--- src/design/crf_pkg.sv ---
// Shared constants, types and address decoding for the CPU register file block.
// Assumes one system clock and that every user of these names imports the whole package.
package crf_pkg;

  // ****************************************************************
  // Data-space map
  // ****************************************************************
  localparam logic [15:0] IO_BASE = 16'h0020;
  localparam logic [15:0] SRAM_BASE = 16'h0060;
  localparam logic [15:0] SRAM_END = 16'h00DF;
  localparam int SRAM_DEPTH = 128;
  localparam int REG_COUNT = 32;
  localparam logic [5:0] IO_STACK_PTR = 6'h3D;
  localparam logic [5:0] IO_STATUS = 6'h3F;
  localparam int STATUS_GIE_BIT = 7;
  localparam logic [7:0] STACK_PTR_RESET = 8'h00;
  localparam logic [7:0] STATUS_RESET = 8'h00;

  // ****************************************************************
  // Register indices, program counter and interrupts
  // ****************************************************************
  localparam logic [4:0] PTR_A_LO = 5'h1A;
  localparam logic [4:0] PTR_B_LO = 5'h1C;
  localparam logic [4:0] PTR_C_LO = 5'h1E;
  localparam logic [4:0] PTR_HI_STEP = 5'h01;
  localparam logic [15:0] PTR_STEP = 16'h0001;
  localparam logic [7:0] STACK_STEP = 8'h01;
  localparam int PC_W = 10;
  localparam logic [9:0] PC_STEP = 10'h001;
  localparam logic [9:0] PC_RESET = 10'h000;
  localparam int IRQ_COUNT = 8;
  localparam int SRAM_ACCESS_CYCLES = 2;

  // Operation kinds presented by the instruction decoder.
  typedef enum logic [3:0] {
    OP_REG2 = 4'b0000, OP_IMM = 4'b0001, OP_REG1 = 4'b0010, OP_IN = 4'b0011,
    OP_OUT = 4'b0100, OP_LDS = 4'b0101, OP_STS = 4'b0110, OP_LD = 4'b0111,
    OP_ST = 4'b1000, OP_CALL = 4'b1001
  } crf_op_t;

  // Indirect addressing modes.
  typedef enum logic [1:0] {
    AM_PLAIN = 2'b00, AM_DISP = 2'b01, AM_PREDEC = 2'b10, AM_POSTINC = 2'b11
  } crf_amode_t;

  // Data-space regions.
  typedef enum logic [1:0] {
    RGN_REG = 2'b00, RGN_IO = 2'b01, RGN_SRAM = 2'b10, RGN_NONE = 2'b11
  } crf_region_t;

  // Sorts a data-space address into its region.
  function automatic crf_region_t crf_region(input logic [15:0] a);
    if (a < IO_BASE) return RGN_REG;
    if (a < SRAM_BASE) return RGN_IO;
    if (a <= SRAM_END) return RGN_SRAM;
    return RGN_NONE;
  endfunction

  // Low register index of a pointer pair; code 3 falls back to the third pair.
  function automatic logic [4:0] crf_ptr_lo(input logic [1:0] sel);
    if (sel == 2'b00) return PTR_A_LO;
    if (sel == 2'b01) return PTR_B_LO;
    return PTR_C_LO;
  endfunction

endpackage

--- src/design/crf_fetch.sv ---
// Two-stage program fetch: holds the program counter and the fetched instruction word.
// Assumes program memory answers combinationally for the address it is given.
`timescale 1ns/1ps
`default_nettype none
module crf_fetch
  import crf_pkg::*;
(
  input wire logic clk,              // System clock.
  input wire logic rst_n,            // Synchronised reset, active low.
  input wire logic stall,            // Hold fetch while execution is busy.
  input wire logic load,             // Load a new program counter.
  input wire logic [PC_W-1:0] target, // New program counter value.
  input wire logic [15:0] pm_data,   // Word read at pm_addr.
  output logic [PC_W-1:0] pm_addr,   // Program memory word address.
  output logic [15:0] instr,         // Instruction handed to execution.
  output logic instr_valid,          // Instruction word is meaningful.
  output logic [PC_W-1:0] pc_next    // Address of the word being fetched.
);

  typedef struct packed {
    logic [PC_W-1:0] pc;
    logic [15:0] instr;
    logic valid;
  } crf_fetch_t;

  crf_fetch_t q, n;

  // Fetch the next word while the current one executes; a load flushes the stage.
  always_comb begin
    n = q;
    if (load) begin
      n.pc = target;
      n.valid = 1'b0;
    end else if (!stall) begin
      n.instr = pm_data;
      n.valid = 1'b1;
      n.pc = q.pc + PC_STEP;
    end
  end

  // State register.
  always_ff @(posedge clk or negedge rst_n) begin
    if (!rst_n) begin
      q <= '{pc: PC_RESET, instr: 16'h0000, valid: 1'b0};
    end else begin
      q <= n;
    end
  end

  assign pm_addr = q.pc;
  assign instr = q.instr;
  assign instr_valid = q.valid;
  assign pc_next = q.pc;

  pc_advance_a: assert property (@(posedge clk) disable iff (!rst_n)
    (!stall && !load) |=> (instr_valid && pc_next == $past(pc_next) + PC_STEP))
    else $error("Fetch did not advance on a free cycle.");

endmodule
`default_nettype wire

--- src/design/crf_irq.sv ---
// Interrupt arbiter: picks the pending source with the lowest vector address.
// Assumes pending lines come from logic on the same clock.
`timescale 1ns/1ps
`default_nettype none
module crf_irq
  import crf_pkg::*;
(
  input wire logic clk,                 // System clock.
  input wire logic rst_n,               // Synchronised reset, active low.
  input wire logic [IRQ_COUNT-1:0] pend, // Pending sources, bit 0 highest priority.
  input wire logic gie,                 // Global interrupt enable.
  output logic req,                     // An enabled source is pending.
  output logic [PC_W-1:0] vector        // Vector word address of the winner.
);

  typedef struct packed {
    logic req;
    logic [PC_W-1:0] vec;
  } crf_irq_t;

  crf_irq_t q, n;

  // Scan from the highest index down so the lowest pending index wins.
  always_comb begin
    n.req = gie && (pend != '0);
    n.vec = q.vec;
    for (int i = IRQ_COUNT - 1; i >= 0; i--) begin
      if (pend[i]) begin
        n.vec = PC_W'(i);
      end
    end
  end

  // State register.
  always_ff @(posedge clk or negedge rst_n) begin
    if (!rst_n) begin
      q <= '{req: 1'b0, vec: PC_RESET};
    end else begin
      q <= n;
    end
  end

  assign req = q.req;
  assign vector = q.vec;

  lowest_wins_a: assert property (@(posedge clk) disable iff (!rst_n)
    (gie && pend[0]) |=> (req && vector == PC_RESET))
    else $error("Lowest vector did not win arbitration.");

endmodule
`default_nettype wire

--- src/design/crf_top.sv ---
// CPU working register file with data-space decode, stack push, fetch and interrupt arbitration.
// Assumes the decoder, ALU and peripheral registers all run on CLK and answer in the same cycle.
`timescale 1ns/1ps
`default_nettype none
module crf_top
  import crf_pkg::*;
(
  input wire logic CLK,                    // System clock, 25 MHz.
  input wire logic RST_B,                  // Asynchronous reset, active low.
  input wire logic OP_VALID,               // Decoder presents an operation.
  output logic OP_READY,                   // Block accepts an operation this cycle.
  input wire logic [3:0] OP_KIND,          // Operation kind code.
  input wire logic [4:0] OP_DEST,          // dest_reg index.
  input wire logic [4:0] OP_SRC,           // source_reg index.
  input wire logic [7:0] OP_IMM,           // Immediate constant.
  input wire logic [5:0] OP_IO,            // I/O location number.
  input wire logic [15:0] OP_ADDR,         // Data direct address (second word).
  input wire logic [1:0] OP_PTR,           // Pointer select: a, b, c.
  input wire logic [1:0] OP_MODE,          // Indirect addressing mode.
  input wire logic [5:0] OP_DISP,          // Unsigned displacement.
  input wire logic OP_WB,                  // Write ALU result back to dest_reg.
  output logic [7:0] ALU_A,                // First ALU operand.
  output logic [7:0] ALU_B,                // Second ALU operand.
  input wire logic [7:0] ALU_RESULT,       // ALU result of this cycle.
  output logic [5:0] IO_ADDR,              // Peripheral register number.
  output logic IO_WE,                      // Peripheral write strobe.
  output logic IO_RE,                      // Peripheral read strobe.
  output logic [7:0] IO_WDATA,             // Peripheral write data.
  input wire logic [7:0] IO_RDATA,         // Peripheral read data.
  input wire logic PC_LOAD,                // Load the program counter.
  input wire logic [PC_W-1:0] PC_TARGET,   // Program counter load value.
  output logic [PC_W-1:0] PM_ADDR,         // Program memory word address.
  input wire logic [15:0] PM_DATA,         // Program memory word.
  output logic [15:0] INSTR,               // Fetched instruction.
  output logic INSTR_VALID,                // Fetched instruction is valid.
  input wire logic [IRQ_COUNT-1:0] IRQ_PEND, // Pending interrupt sources.
  output logic IRQ_REQ,                    // Enabled interrupt pending.
  output logic [PC_W-1:0] IRQ_VECTOR,      // Vector of the winning source.
  output logic [7:0] STACK_TOP_POINTER     // Current stack_top_pointer.
);

  // ****************************************************************
  // Types and state
  // ****************************************************************
  typedef enum logic [1:0] {
    ST_IDLE = 2'b00, ST_MEM = 2'b01, ST_PUSH_HI = 2'b10
  } crf_state_t;

  typedef struct packed {
    crf_state_t st;
    logic [REG_COUNT-1:0][7:0] regs;
    logic [SRAM_DEPTH-1:0][7:0] sram;
    logic [7:0] sp;
    logic [7:0] status;
    logic [15:0] maddr;
    logic mwrite;
    logic [4:0] mreg;
    logic [7:0] mdata;
    logic [7:0] hi_byte;
    logic push_more;
  } crf_core_t;

  crf_core_t q, n;
  logic [1:0] rst_sync_q;
  logic rst_n;
  logic busy;
  logic [PC_W-1:0] ret_pc;
  logic [4:0] dsel, plo, acc_dest;
  logic [15:0] ptr_val, eff_addr, acc_addr, io_ofs, sram_ofs;
  logic acc_go, acc_wr, acc_ld;
  logic [7:0] acc_wd, acc_rd, alu_a_c, alu_b_c, io_wd_c;
  logic [5:0] io_addr_c;
  logic io_we_c, io_re_c;
  crf_region_t rgn;
  crf_op_t kind;
  crf_amode_t mode;

  // ****************************************************************
  // Reset release
  // ****************************************************************

  // Release the asynchronous reset through two flip-flops.
  always_ff @(posedge CLK or negedge RST_B) begin
    if (!RST_B) begin
      rst_sync_q <= 2'b00;
    end else begin
      rst_sync_q <= {rst_sync_q[0], 1'b1};
    end
  end

  assign rst_n = rst_sync_q[1];

  // ****************************************************************
  // Operand selection and addressing
  // ****************************************************************
  assign kind = crf_op_t'(OP_KIND);
  assign mode = crf_amode_t'(OP_MODE);
  assign busy = (q.st != ST_IDLE);

  // Immediate operations reach only the upper half; pointers pair two registers.
  always_comb begin
    dsel = (kind == crf_pkg::OP_IMM) ? {1'b1, OP_DEST[3:0]} : OP_DEST;
    plo = crf_ptr_lo(OP_PTR);
    ptr_val = {q.regs[plo + PTR_HI_STEP], q.regs[plo]};
    alu_a_c = q.regs[dsel];
    unique case (kind)
      OP_REG2: alu_b_c = q.regs[OP_SRC];
      crf_pkg::OP_IMM: alu_b_c = OP_IMM;
      default: alu_b_c = 8'h00;
    endcase
    unique case (mode)
      AM_DISP: eff_addr = ptr_val + {10'h000, OP_DISP};
      AM_PREDEC: eff_addr = ptr_val - PTR_STEP;
      default: eff_addr = ptr_val;
    endcase
  end

  // ****************************************************************
  // Execution, data-space access and stack push
  // ****************************************************************

  // Accept an operation, route its data access, and sequence two-cycle SRAM accesses.
  always_comb begin
    n = q;
    acc_go = 1'b0;
    acc_wr = 1'b0;
    acc_ld = 1'b0;
    acc_addr = eff_addr;
    acc_wd = q.regs[OP_DEST];
    acc_dest = OP_DEST;
    acc_rd = 8'h00;
    io_addr_c = 6'h00;
    io_we_c = 1'b0;
    io_re_c = 1'b0;
    io_wd_c = 8'h00;
    unique case (q.st)
      ST_IDLE: begin
        if (OP_VALID) begin
          unique case (kind)
            OP_REG2, crf_pkg::OP_IMM, OP_REG1: begin
              if (OP_WB) begin
                n.regs[dsel] = ALU_RESULT;
              end
            end
            OP_IN, OP_OUT: begin
              acc_go = 1'b1;
              acc_ld = (kind == OP_IN);
              acc_wr = (kind == OP_OUT);
              acc_addr = IO_BASE + {10'h000, OP_IO};
            end
            OP_LDS, OP_STS: begin
              acc_go = 1'b1;
              acc_ld = (kind == OP_LDS);
              acc_wr = (kind == OP_STS);
              acc_addr = OP_ADDR;
            end
            OP_LD, OP_ST: begin
              acc_go = 1'b1;
              acc_ld = (kind == OP_LD);
              acc_wr = (kind == OP_ST);
              if (mode == AM_PREDEC) begin
                {n.regs[plo + PTR_HI_STEP], n.regs[plo]} = eff_addr;
              end else if (mode == AM_POSTINC) begin
                {n.regs[plo + PTR_HI_STEP], n.regs[plo]} = ptr_val + PTR_STEP;
              end
            end
            OP_CALL: begin
              n.st = ST_MEM;
              n.maddr = {8'h00, q.sp};
              n.mwrite = 1'b1;
              n.mdata = ret_pc[7:0];
              n.hi_byte = {6'h00, ret_pc[PC_W-1:8]};
              n.push_more = 1'b1;
              n.sp = q.sp - STACK_STEP;
            end
            default: begin
            end
          endcase
          // SRAM targets are held over to a second cycle.
          if (acc_go && crf_region(acc_addr) == RGN_SRAM) begin
            n.st = ST_MEM;
            n.maddr = acc_addr;
            n.mwrite = acc_wr;
            n.mreg = OP_DEST;
            n.mdata = acc_wd;
            n.push_more = 1'b0;
            acc_go = 1'b0;
          end
        end
      end
      ST_MEM: begin
        acc_go = 1'b1;
        acc_addr = q.maddr;
        acc_wr = q.mwrite;
        acc_ld = !q.mwrite;
        acc_wd = q.mdata;
        acc_dest = q.mreg;
        n.st = ST_IDLE;
        if (q.push_more) begin
          n.st = ST_PUSH_HI;
          n.maddr = {8'h00, q.sp};
          n.mdata = q.hi_byte;
          n.push_more = 1'b0;
          n.sp = q.sp - STACK_STEP;
        end
      end
      ST_PUSH_HI: begin
        n.st = ST_MEM;
      end
      default: begin
        n.st = ST_IDLE;
      end
    endcase
    // Unified data-space decode shared by every addressing mode.
    rgn = crf_region(acc_addr);
    io_ofs = acc_addr - IO_BASE;
    sram_ofs = acc_addr - SRAM_BASE;
    if (acc_go) begin
      unique case (rgn)
        RGN_REG: begin
          acc_rd = q.regs[acc_addr[4:0]];
          if (acc_wr) begin
            n.regs[acc_addr[4:0]] = acc_wd;
          end
        end
        RGN_IO: begin
          if (io_ofs[5:0] == IO_STACK_PTR) begin
            acc_rd = q.sp;
            if (acc_wr) begin
              n.sp = acc_wd;
            end
          end else if (io_ofs[5:0] == IO_STATUS) begin
            acc_rd = q.status;
            if (acc_wr) begin
              n.status = acc_wd;
            end
          end else begin
            io_addr_c = io_ofs[5:0];
            io_re_c = acc_ld;
            io_we_c = acc_wr;
            io_wd_c = acc_wd;
            acc_rd = IO_RDATA;
          end
        end
        RGN_SRAM: begin
          acc_rd = q.sram[sram_ofs[6:0]];
          if (acc_wr) begin
            n.sram[sram_ofs[6:0]] = acc_wd;
          end
        end
        default: begin
          acc_rd = 8'h00;
        end
      endcase
      if (acc_ld) begin
        n.regs[acc_dest] = acc_rd;
      end
    end
  end

  // State register.
  always_ff @(posedge CLK or negedge rst_n) begin
    if (!rst_n) begin
      q <= '{st: ST_IDLE, regs: '0, sram: '0, sp: STACK_PTR_RESET, status: STATUS_RESET,
             maddr: 16'h0000, mwrite: 1'b0, mreg: 5'h00, mdata: 8'h00, hi_byte: 8'h00,
             push_more: 1'b0};
    end else begin
      q <= n;
    end
  end

  // ****************************************************************
  // Fetch, interrupts and outputs
  // ****************************************************************
  crf_fetch u_fetch (
    .clk(CLK),
    .rst_n(rst_n),
    .stall(busy),
    .load(PC_LOAD),
    .target(PC_TARGET),
    .pm_data(PM_DATA),
    .pm_addr(PM_ADDR),
    .instr(INSTR),
    .instr_valid(INSTR_VALID),
    .pc_next(ret_pc)
  );

  crf_irq u_irq (
    .clk(CLK),
    .rst_n(rst_n),
    .pend(IRQ_PEND),
    .gie(q.status[STATUS_GIE_BIT]),
    .req(IRQ_REQ),
    .vector(IRQ_VECTOR)
  );

  // Handshake, operand and peripheral outputs are combinational; the stack pointer comes from state.
  assign OP_READY = !busy;
  assign ALU_A = alu_a_c;
  assign ALU_B = alu_b_c;
  assign IO_ADDR = io_addr_c;
  assign IO_WE = io_we_c;
  assign IO_RE = io_re_c;
  assign IO_WDATA = io_wd_c;
  assign STACK_TOP_POINTER = q.sp;

  // ****************************************************************
  // Checks
  // ****************************************************************
  reg_writeback_a: assert property (@(posedge CLK) disable iff (!rst_n)
    (OP_VALID && OP_READY && kind == OP_REG2 && OP_WB) |=> q.regs[$past(OP_DEST)] == $past(ALU_RESULT))
    else $error("ALU result not written to dest_reg.");

  imm_upper_a: assert property (@(posedge CLK) disable iff (!rst_n)
    (OP_VALID && OP_READY && kind == crf_pkg::OP_IMM && OP_WB && !OP_DEST[4])
    |=> q.regs[{1'b1, $past(OP_DEST[3:0])}] == $past(ALU_RESULT))
    else $error("Immediate result not placed in upper half.");

  sram_two_a: assert property (@(posedge CLK) disable iff (!rst_n)
    (OP_VALID && OP_READY && kind == OP_LDS && crf_region(OP_ADDR) == RGN_SRAM)
    |=> !OP_READY ##1 OP_READY)
    else $error("SRAM access did not take two cycles.");

  high_zero_a: assert property (@(posedge CLK) disable iff (!rst_n)
    (OP_VALID && OP_READY && kind == OP_LDS && OP_ADDR > SRAM_END) |=> q.regs[$past(OP_DEST)] == 8'h00)
    else $error("Unmapped read did not return zero.");

  post_inc_a: assert property (@(posedge CLK) disable iff (!rst_n)
    (OP_VALID && OP_READY && kind == OP_ST && mode == AM_POSTINC && crf_region(ptr_val) == RGN_SRAM)
    |=> {q.regs[$past(plo) + PTR_HI_STEP], q.regs[$past(plo)]} == $past(ptr_val) + PTR_STEP)
    else $error("Post-increment pointer not updated.");

  pre_dec_a: assert property (@(posedge CLK) disable iff (!rst_n)
    (OP_VALID && OP_READY && (kind == OP_LD || kind == OP_ST) && mode == AM_PREDEC
     && crf_region(eff_addr) == RGN_SRAM) |=> q.maddr == $past(ptr_val) - PTR_STEP)
    else $error("Pre-decrement address wrong.");

  call_push_a: assert property (@(posedge CLK) disable iff (!rst_n)
    (OP_VALID && OP_READY && kind == OP_CALL) |=> ##2 (q.st == ST_MEM && q.sp == $past(q.sp, 3) - 8'h02))
    else $error("Call push did not step the stack pointer twice.");

endmodule
`default_nettype wire

--- config.mk ---
export PLATFORM = sky130hd
export DESIGN_NAME = crf_top
export DESIGN_NICKNAME = d
export VERILOG_FILES = /design/src/design/crf_pkg.sv /design/src/design/crf_fetch.sv /design/src/design/crf_irq.sv /design/src/design/crf_top.sv
export SDC_FILE = /design/constraint.sdc
export NUM_CORES = 2
export LEC_CHECK = 0
export ABC_AREA = 1
export ABC_CLOCK_PERIOD_IN_PS = 78800
export BUFFER_PORTS_ARGS = -buffer_cell sky130_fd_sc_hd__buf_4
export CELL_PAD_IN_SITES_DETAIL_PLACEMENT = 0
export CELL_PAD_IN_SITES_GLOBAL_PLACEMENT = 1
export CORE_MARGIN = 2
export CORE_UTILIZATION = 51
export CTS_BUF_LIST = sky130_fd_sc_hd__clkbuf_4
export CTS_CLUSTER_DIAMETER = 80
export CTS_CLUSTER_SIZE = 40
export DETAILED_ROUTE_END_ITERATION = 7
export PLACE_DENSITY_LB_ADDON = 0.1
export REMOVE_ABC_BUFFERS = 1
export SLEW_MARGIN = 10
export SYNTH_ARGS = -nofsm -noshare
export SYNTH_HDL_FRONTEND = slang
export SYNTH_SLANG_ARGS = --single-unit
export TNS_END_PERCENT = 30
--- constraint.sdc ---
create_clock -name CLK -period 78.8 [get_ports CLK]
set_input_delay 3.94 -clock CLK [delete_from_list [all_inputs] [get_ports CLK]]
set_output_delay 3.94 -clock CLK [all_outputs]
set_load 0.005 [all_outputs]
==> flow_summary.toml <==
[synth]
ys_seq_elements = 1364
synth_area_um2 = 89400
ys_types = 62
syn_avg_cell_area_um2 = 6.64
synthesis.instances = 13451
ys_seq_area_frac = 0.382
yosysWarnings = 0

[cells_and_area]
nets = 13096
drive_gt1_frac = 0.0666
seqCellArea_um2 = 34100
fillers = 17461
final_cell_mix = "nand2_1, dfrtp_1, o21ai_0, o21ai_1, inv_1"
area_growth_pct = 3.05
final_common_cell = "nand2_1"
multi_input_area_um2 = 46600
fin_cells = 15378

[placement]
dp.cells = 15189
hpwl_um = 259000
gp_congestion = 1.04
portBuffers = 180

[global_routing]
overflow = 0
grt_util_met1 = 0.566
grt_start_max_net_pins = 174
grt_pass1_wl_um = 580000
grt.met3_usage = 0.103
grt_pass1_vias = 85061
antenna_found_initial = 16
gr-max-usage-layer = "met2"
grt_usage = 0.433
use_met2 = 0.641

[setup_path]
cp.required_ns = 74.86
path_delay_family = "buffers and inverters"
cp_max_fo = 121
path_class = "in2out"
critical-path-max-stage-delay_ns = 0.86
slowest_stage = "nand2_8"
end_kind = "primary output"
arrival_ns = 11.44
start_kind = "input pin"
crit_path_frequent_cell = "buf_4"
cp_num_buf_inv = 11

[cts]
clk_path_buf_depth = 3
cts_setup_buffers = 0
cts_max_level = 3
cts_sinks = 1364
holdBufCountCts = 0
post_cts_resized = 0
clk_transition_reported_paths_ns = 0.30
clock_latency_ns = 1.43
root_buffer = "clkbuf_4"
cts_buffers = 94
cts_tree = "done"

[sta]
fin_setup_tns_ns = 0
slew_violations = 0
finalHoldViolations = 0
slew_headroom = 0.0110
finalCritPeriodShare = 0.195
worstMarginPinSlew_ns = 1.47
setup_viol = 0
fin_worst_skew_ns = 0.268
grt_setup_unrepaired = "false"
period_minus_slack_ns = 15.38
fmax_mhz = 65.0

[outcome]
status = "finished with violations"
violations = "capacitance limit"

[floorplan]
core_area_um2 = 174000
die_h_um = 423
start_util = 0.514
rows = 153
die_width_um = 423
die-area_um2 = 179000
boundaryPins = 188

[routing]
dr.pass1.iters = 8
routed_wl_um = 396000
vias_per_cell = 6.11
vias = 93943
first_iter_violations = 13255
ant_nets = 0
wl_per_cell_um = 25.8
drc = 0

[power_and_ir_drop]
seqPwrFrac = 0.368
leakage_nw = 45.0
total_power_mw = 2.25
cell_internal_pwr_mw = 1.11
powerDensity_nw_per_um2 = 24.4
clkPwrFrac = 0.180
peakVddDrop_mv = 0.0253
pwr-share-comb = 0.453
p_sw_mw = 1.14
p_sw_frac = 0.506

[job]
drv_cap = 1

[hold_path]
hp-class = "reg2reg"
## kinds of logic after synthesis
kind of cell	count (synthesis)	share of synthesized area
simple gates	7127	0.334
flops	1364	0.382
other cells	2	0.0000840
fa+ha+maj	27	0.00386
compound gates	2994	0.179
xor+xnor	18	0.00176
mux	6	0.000672
buf+inv	1913	0.0995
## cell type report
class | instances | share of cell area
repair buffers | 365 | 0.0313
clock buffers | 99 | 0.00807
well taps | 2325 | 0.0316
diodes | 13 | 0.000353
flip-flops and latches | 1364 | 0.371
inverters | 955 | 0.0392
multi-input cells | 10180 | 0.506
clock inverters | 77 | 0.0125
## worst paths after layout
| path | start | to | depth (start not counted) | slack (ns) |
|---|---|---|---|---|
| worst max register to register | q[1303]$_DFF_PN0_ | q[1145]$_DFF_PN0_ | 27 | 69.31 |
| worst min-delay path | rst_sync_q[0]$_DFF_PN0_ | rst_sync_q[1]$_DFF_PN0_ | 0 | 0.41 |
| max in group asynchronous | rst_sync_q[1]$_DFF_PN0_ | async pin | 4 | 74.20 |
| min in group asynchronous | rst_sync_q[1]$_DFF_PN0_ | async pin | 0 | 0.48 |
| worst min register to register | rst_sync_q[0]$_DFF_PN0_ | rst_sync_q[1]$_DFF_PN0_ | 0 | 0.41 |
| worst max-delay path | OP_MODE[0] | IO_ADDR[3] | 25 | 63.42 |
## worst reg2reg max path: stages (launching register included)
cell,delay (ns)
dfrtp_1,0.59
nand3_1,0.22
nand3_2,0.20
inv_1,0.09
ha_1,0.30
nand2_1,0.10
nand3_1,0.13
nand2_1,0.18
clkinv_2,0.64
nand2_8,0.86
buf_4,0.51
buf_4,0.60
buf_4,0.76
buf_4,0.68
o21ai_0,0.21
nand2_1,0.08
nand2_1,0.07
nand2_1,0.08
nand2_1,0.07
nor2_1,0.29
nand3_1,0.29
nand3_1,0.17
nand3_2,0.74
nand3_2,1.20
nand2_1,0.15
nand2_1,0.10
nand2_1,0.05
nand2_1,0.11
## synth_stat cells (all sizes together)
library cell / instances / area [µm²]
a221oi: 23 / 201
fa: 1 / 20.0
o2111ai: 38 / 333
o21a: 54 / 405
o22a: 9 / 78.8
dfrtp: 1364 / 34100
nand4: 241 / 1510
nand3b: 59 / 455
ha: 26 / 325
nor4: 1 / 6.26
a22oi: 37 / 278
a21boi: 3 / 22.5
conb: 2 / 7.51
a32o: 5 / 50.1
and2: 3 / 18.8
o21bai: 6 / 45.0
clkinv: 27 / 103
o21ai: 2284 / 11400
inv: 928 / 3480
a31oi: 3 / 18.8
o31ai: 4 / 30.0
o32ai: 4 / 35.0
a2bb2oi: 1 / 8.76
o221a: 1 / 11.3
o211ai: 102 / 776
or2: 87 / 544
nor3: 19 / 111
clkbuf: 456 / 1710
nand2: 5239 / 20600
o221ai: 13 / 114
xnor2: 3 / 26.3
mux2i: 6 / 60.1
a211oi: 4 / 30.0
buf: 502 / 3590
o22ai: 46 / 288
and3: 1 / 11.3
xor2: 15 / 131
o311ai: 2 / 17.5
a21oi: 355 / 1780
nor2: 853 / 3290
nand3: 624 / 3290
## per-stage QoR
stage	area, µm²	hold WS, ns	worst slack [ns]	util
6_report	92100	0.407	63.42	0.529
5_1_grt	92100	0.428	63.12	0.529
3_3_place_gp	90200	0.335	63.85	0.518
4_1_cts	92100	0.409	63.71	0.529
2_1_floorplan	84100	0.331	37.96	-
3_5_place_dp	90200	0.352	63.72	0.518
## power groups by stage
stage	clock network [mW]	registers (mW)	logic (mW)
after detailed placement	0	0.830	0.975
after floorplan	0	0.802	0.601
after global placement	0	0.830	0.964
final	0.404	0.827	1.02
after global routing	0.431	0.825	1.08
after CTS	0.407	0.818	0.979
## metal layers
layer / wire (µm) / vias up
met4: 30700 / 22
met1: 153000 / 44506
met2: 169000 / 5572
met5: 163 / -
met3: 43100 / 1383
li1: - / 42460
Power figures use the tool's default switching activity.
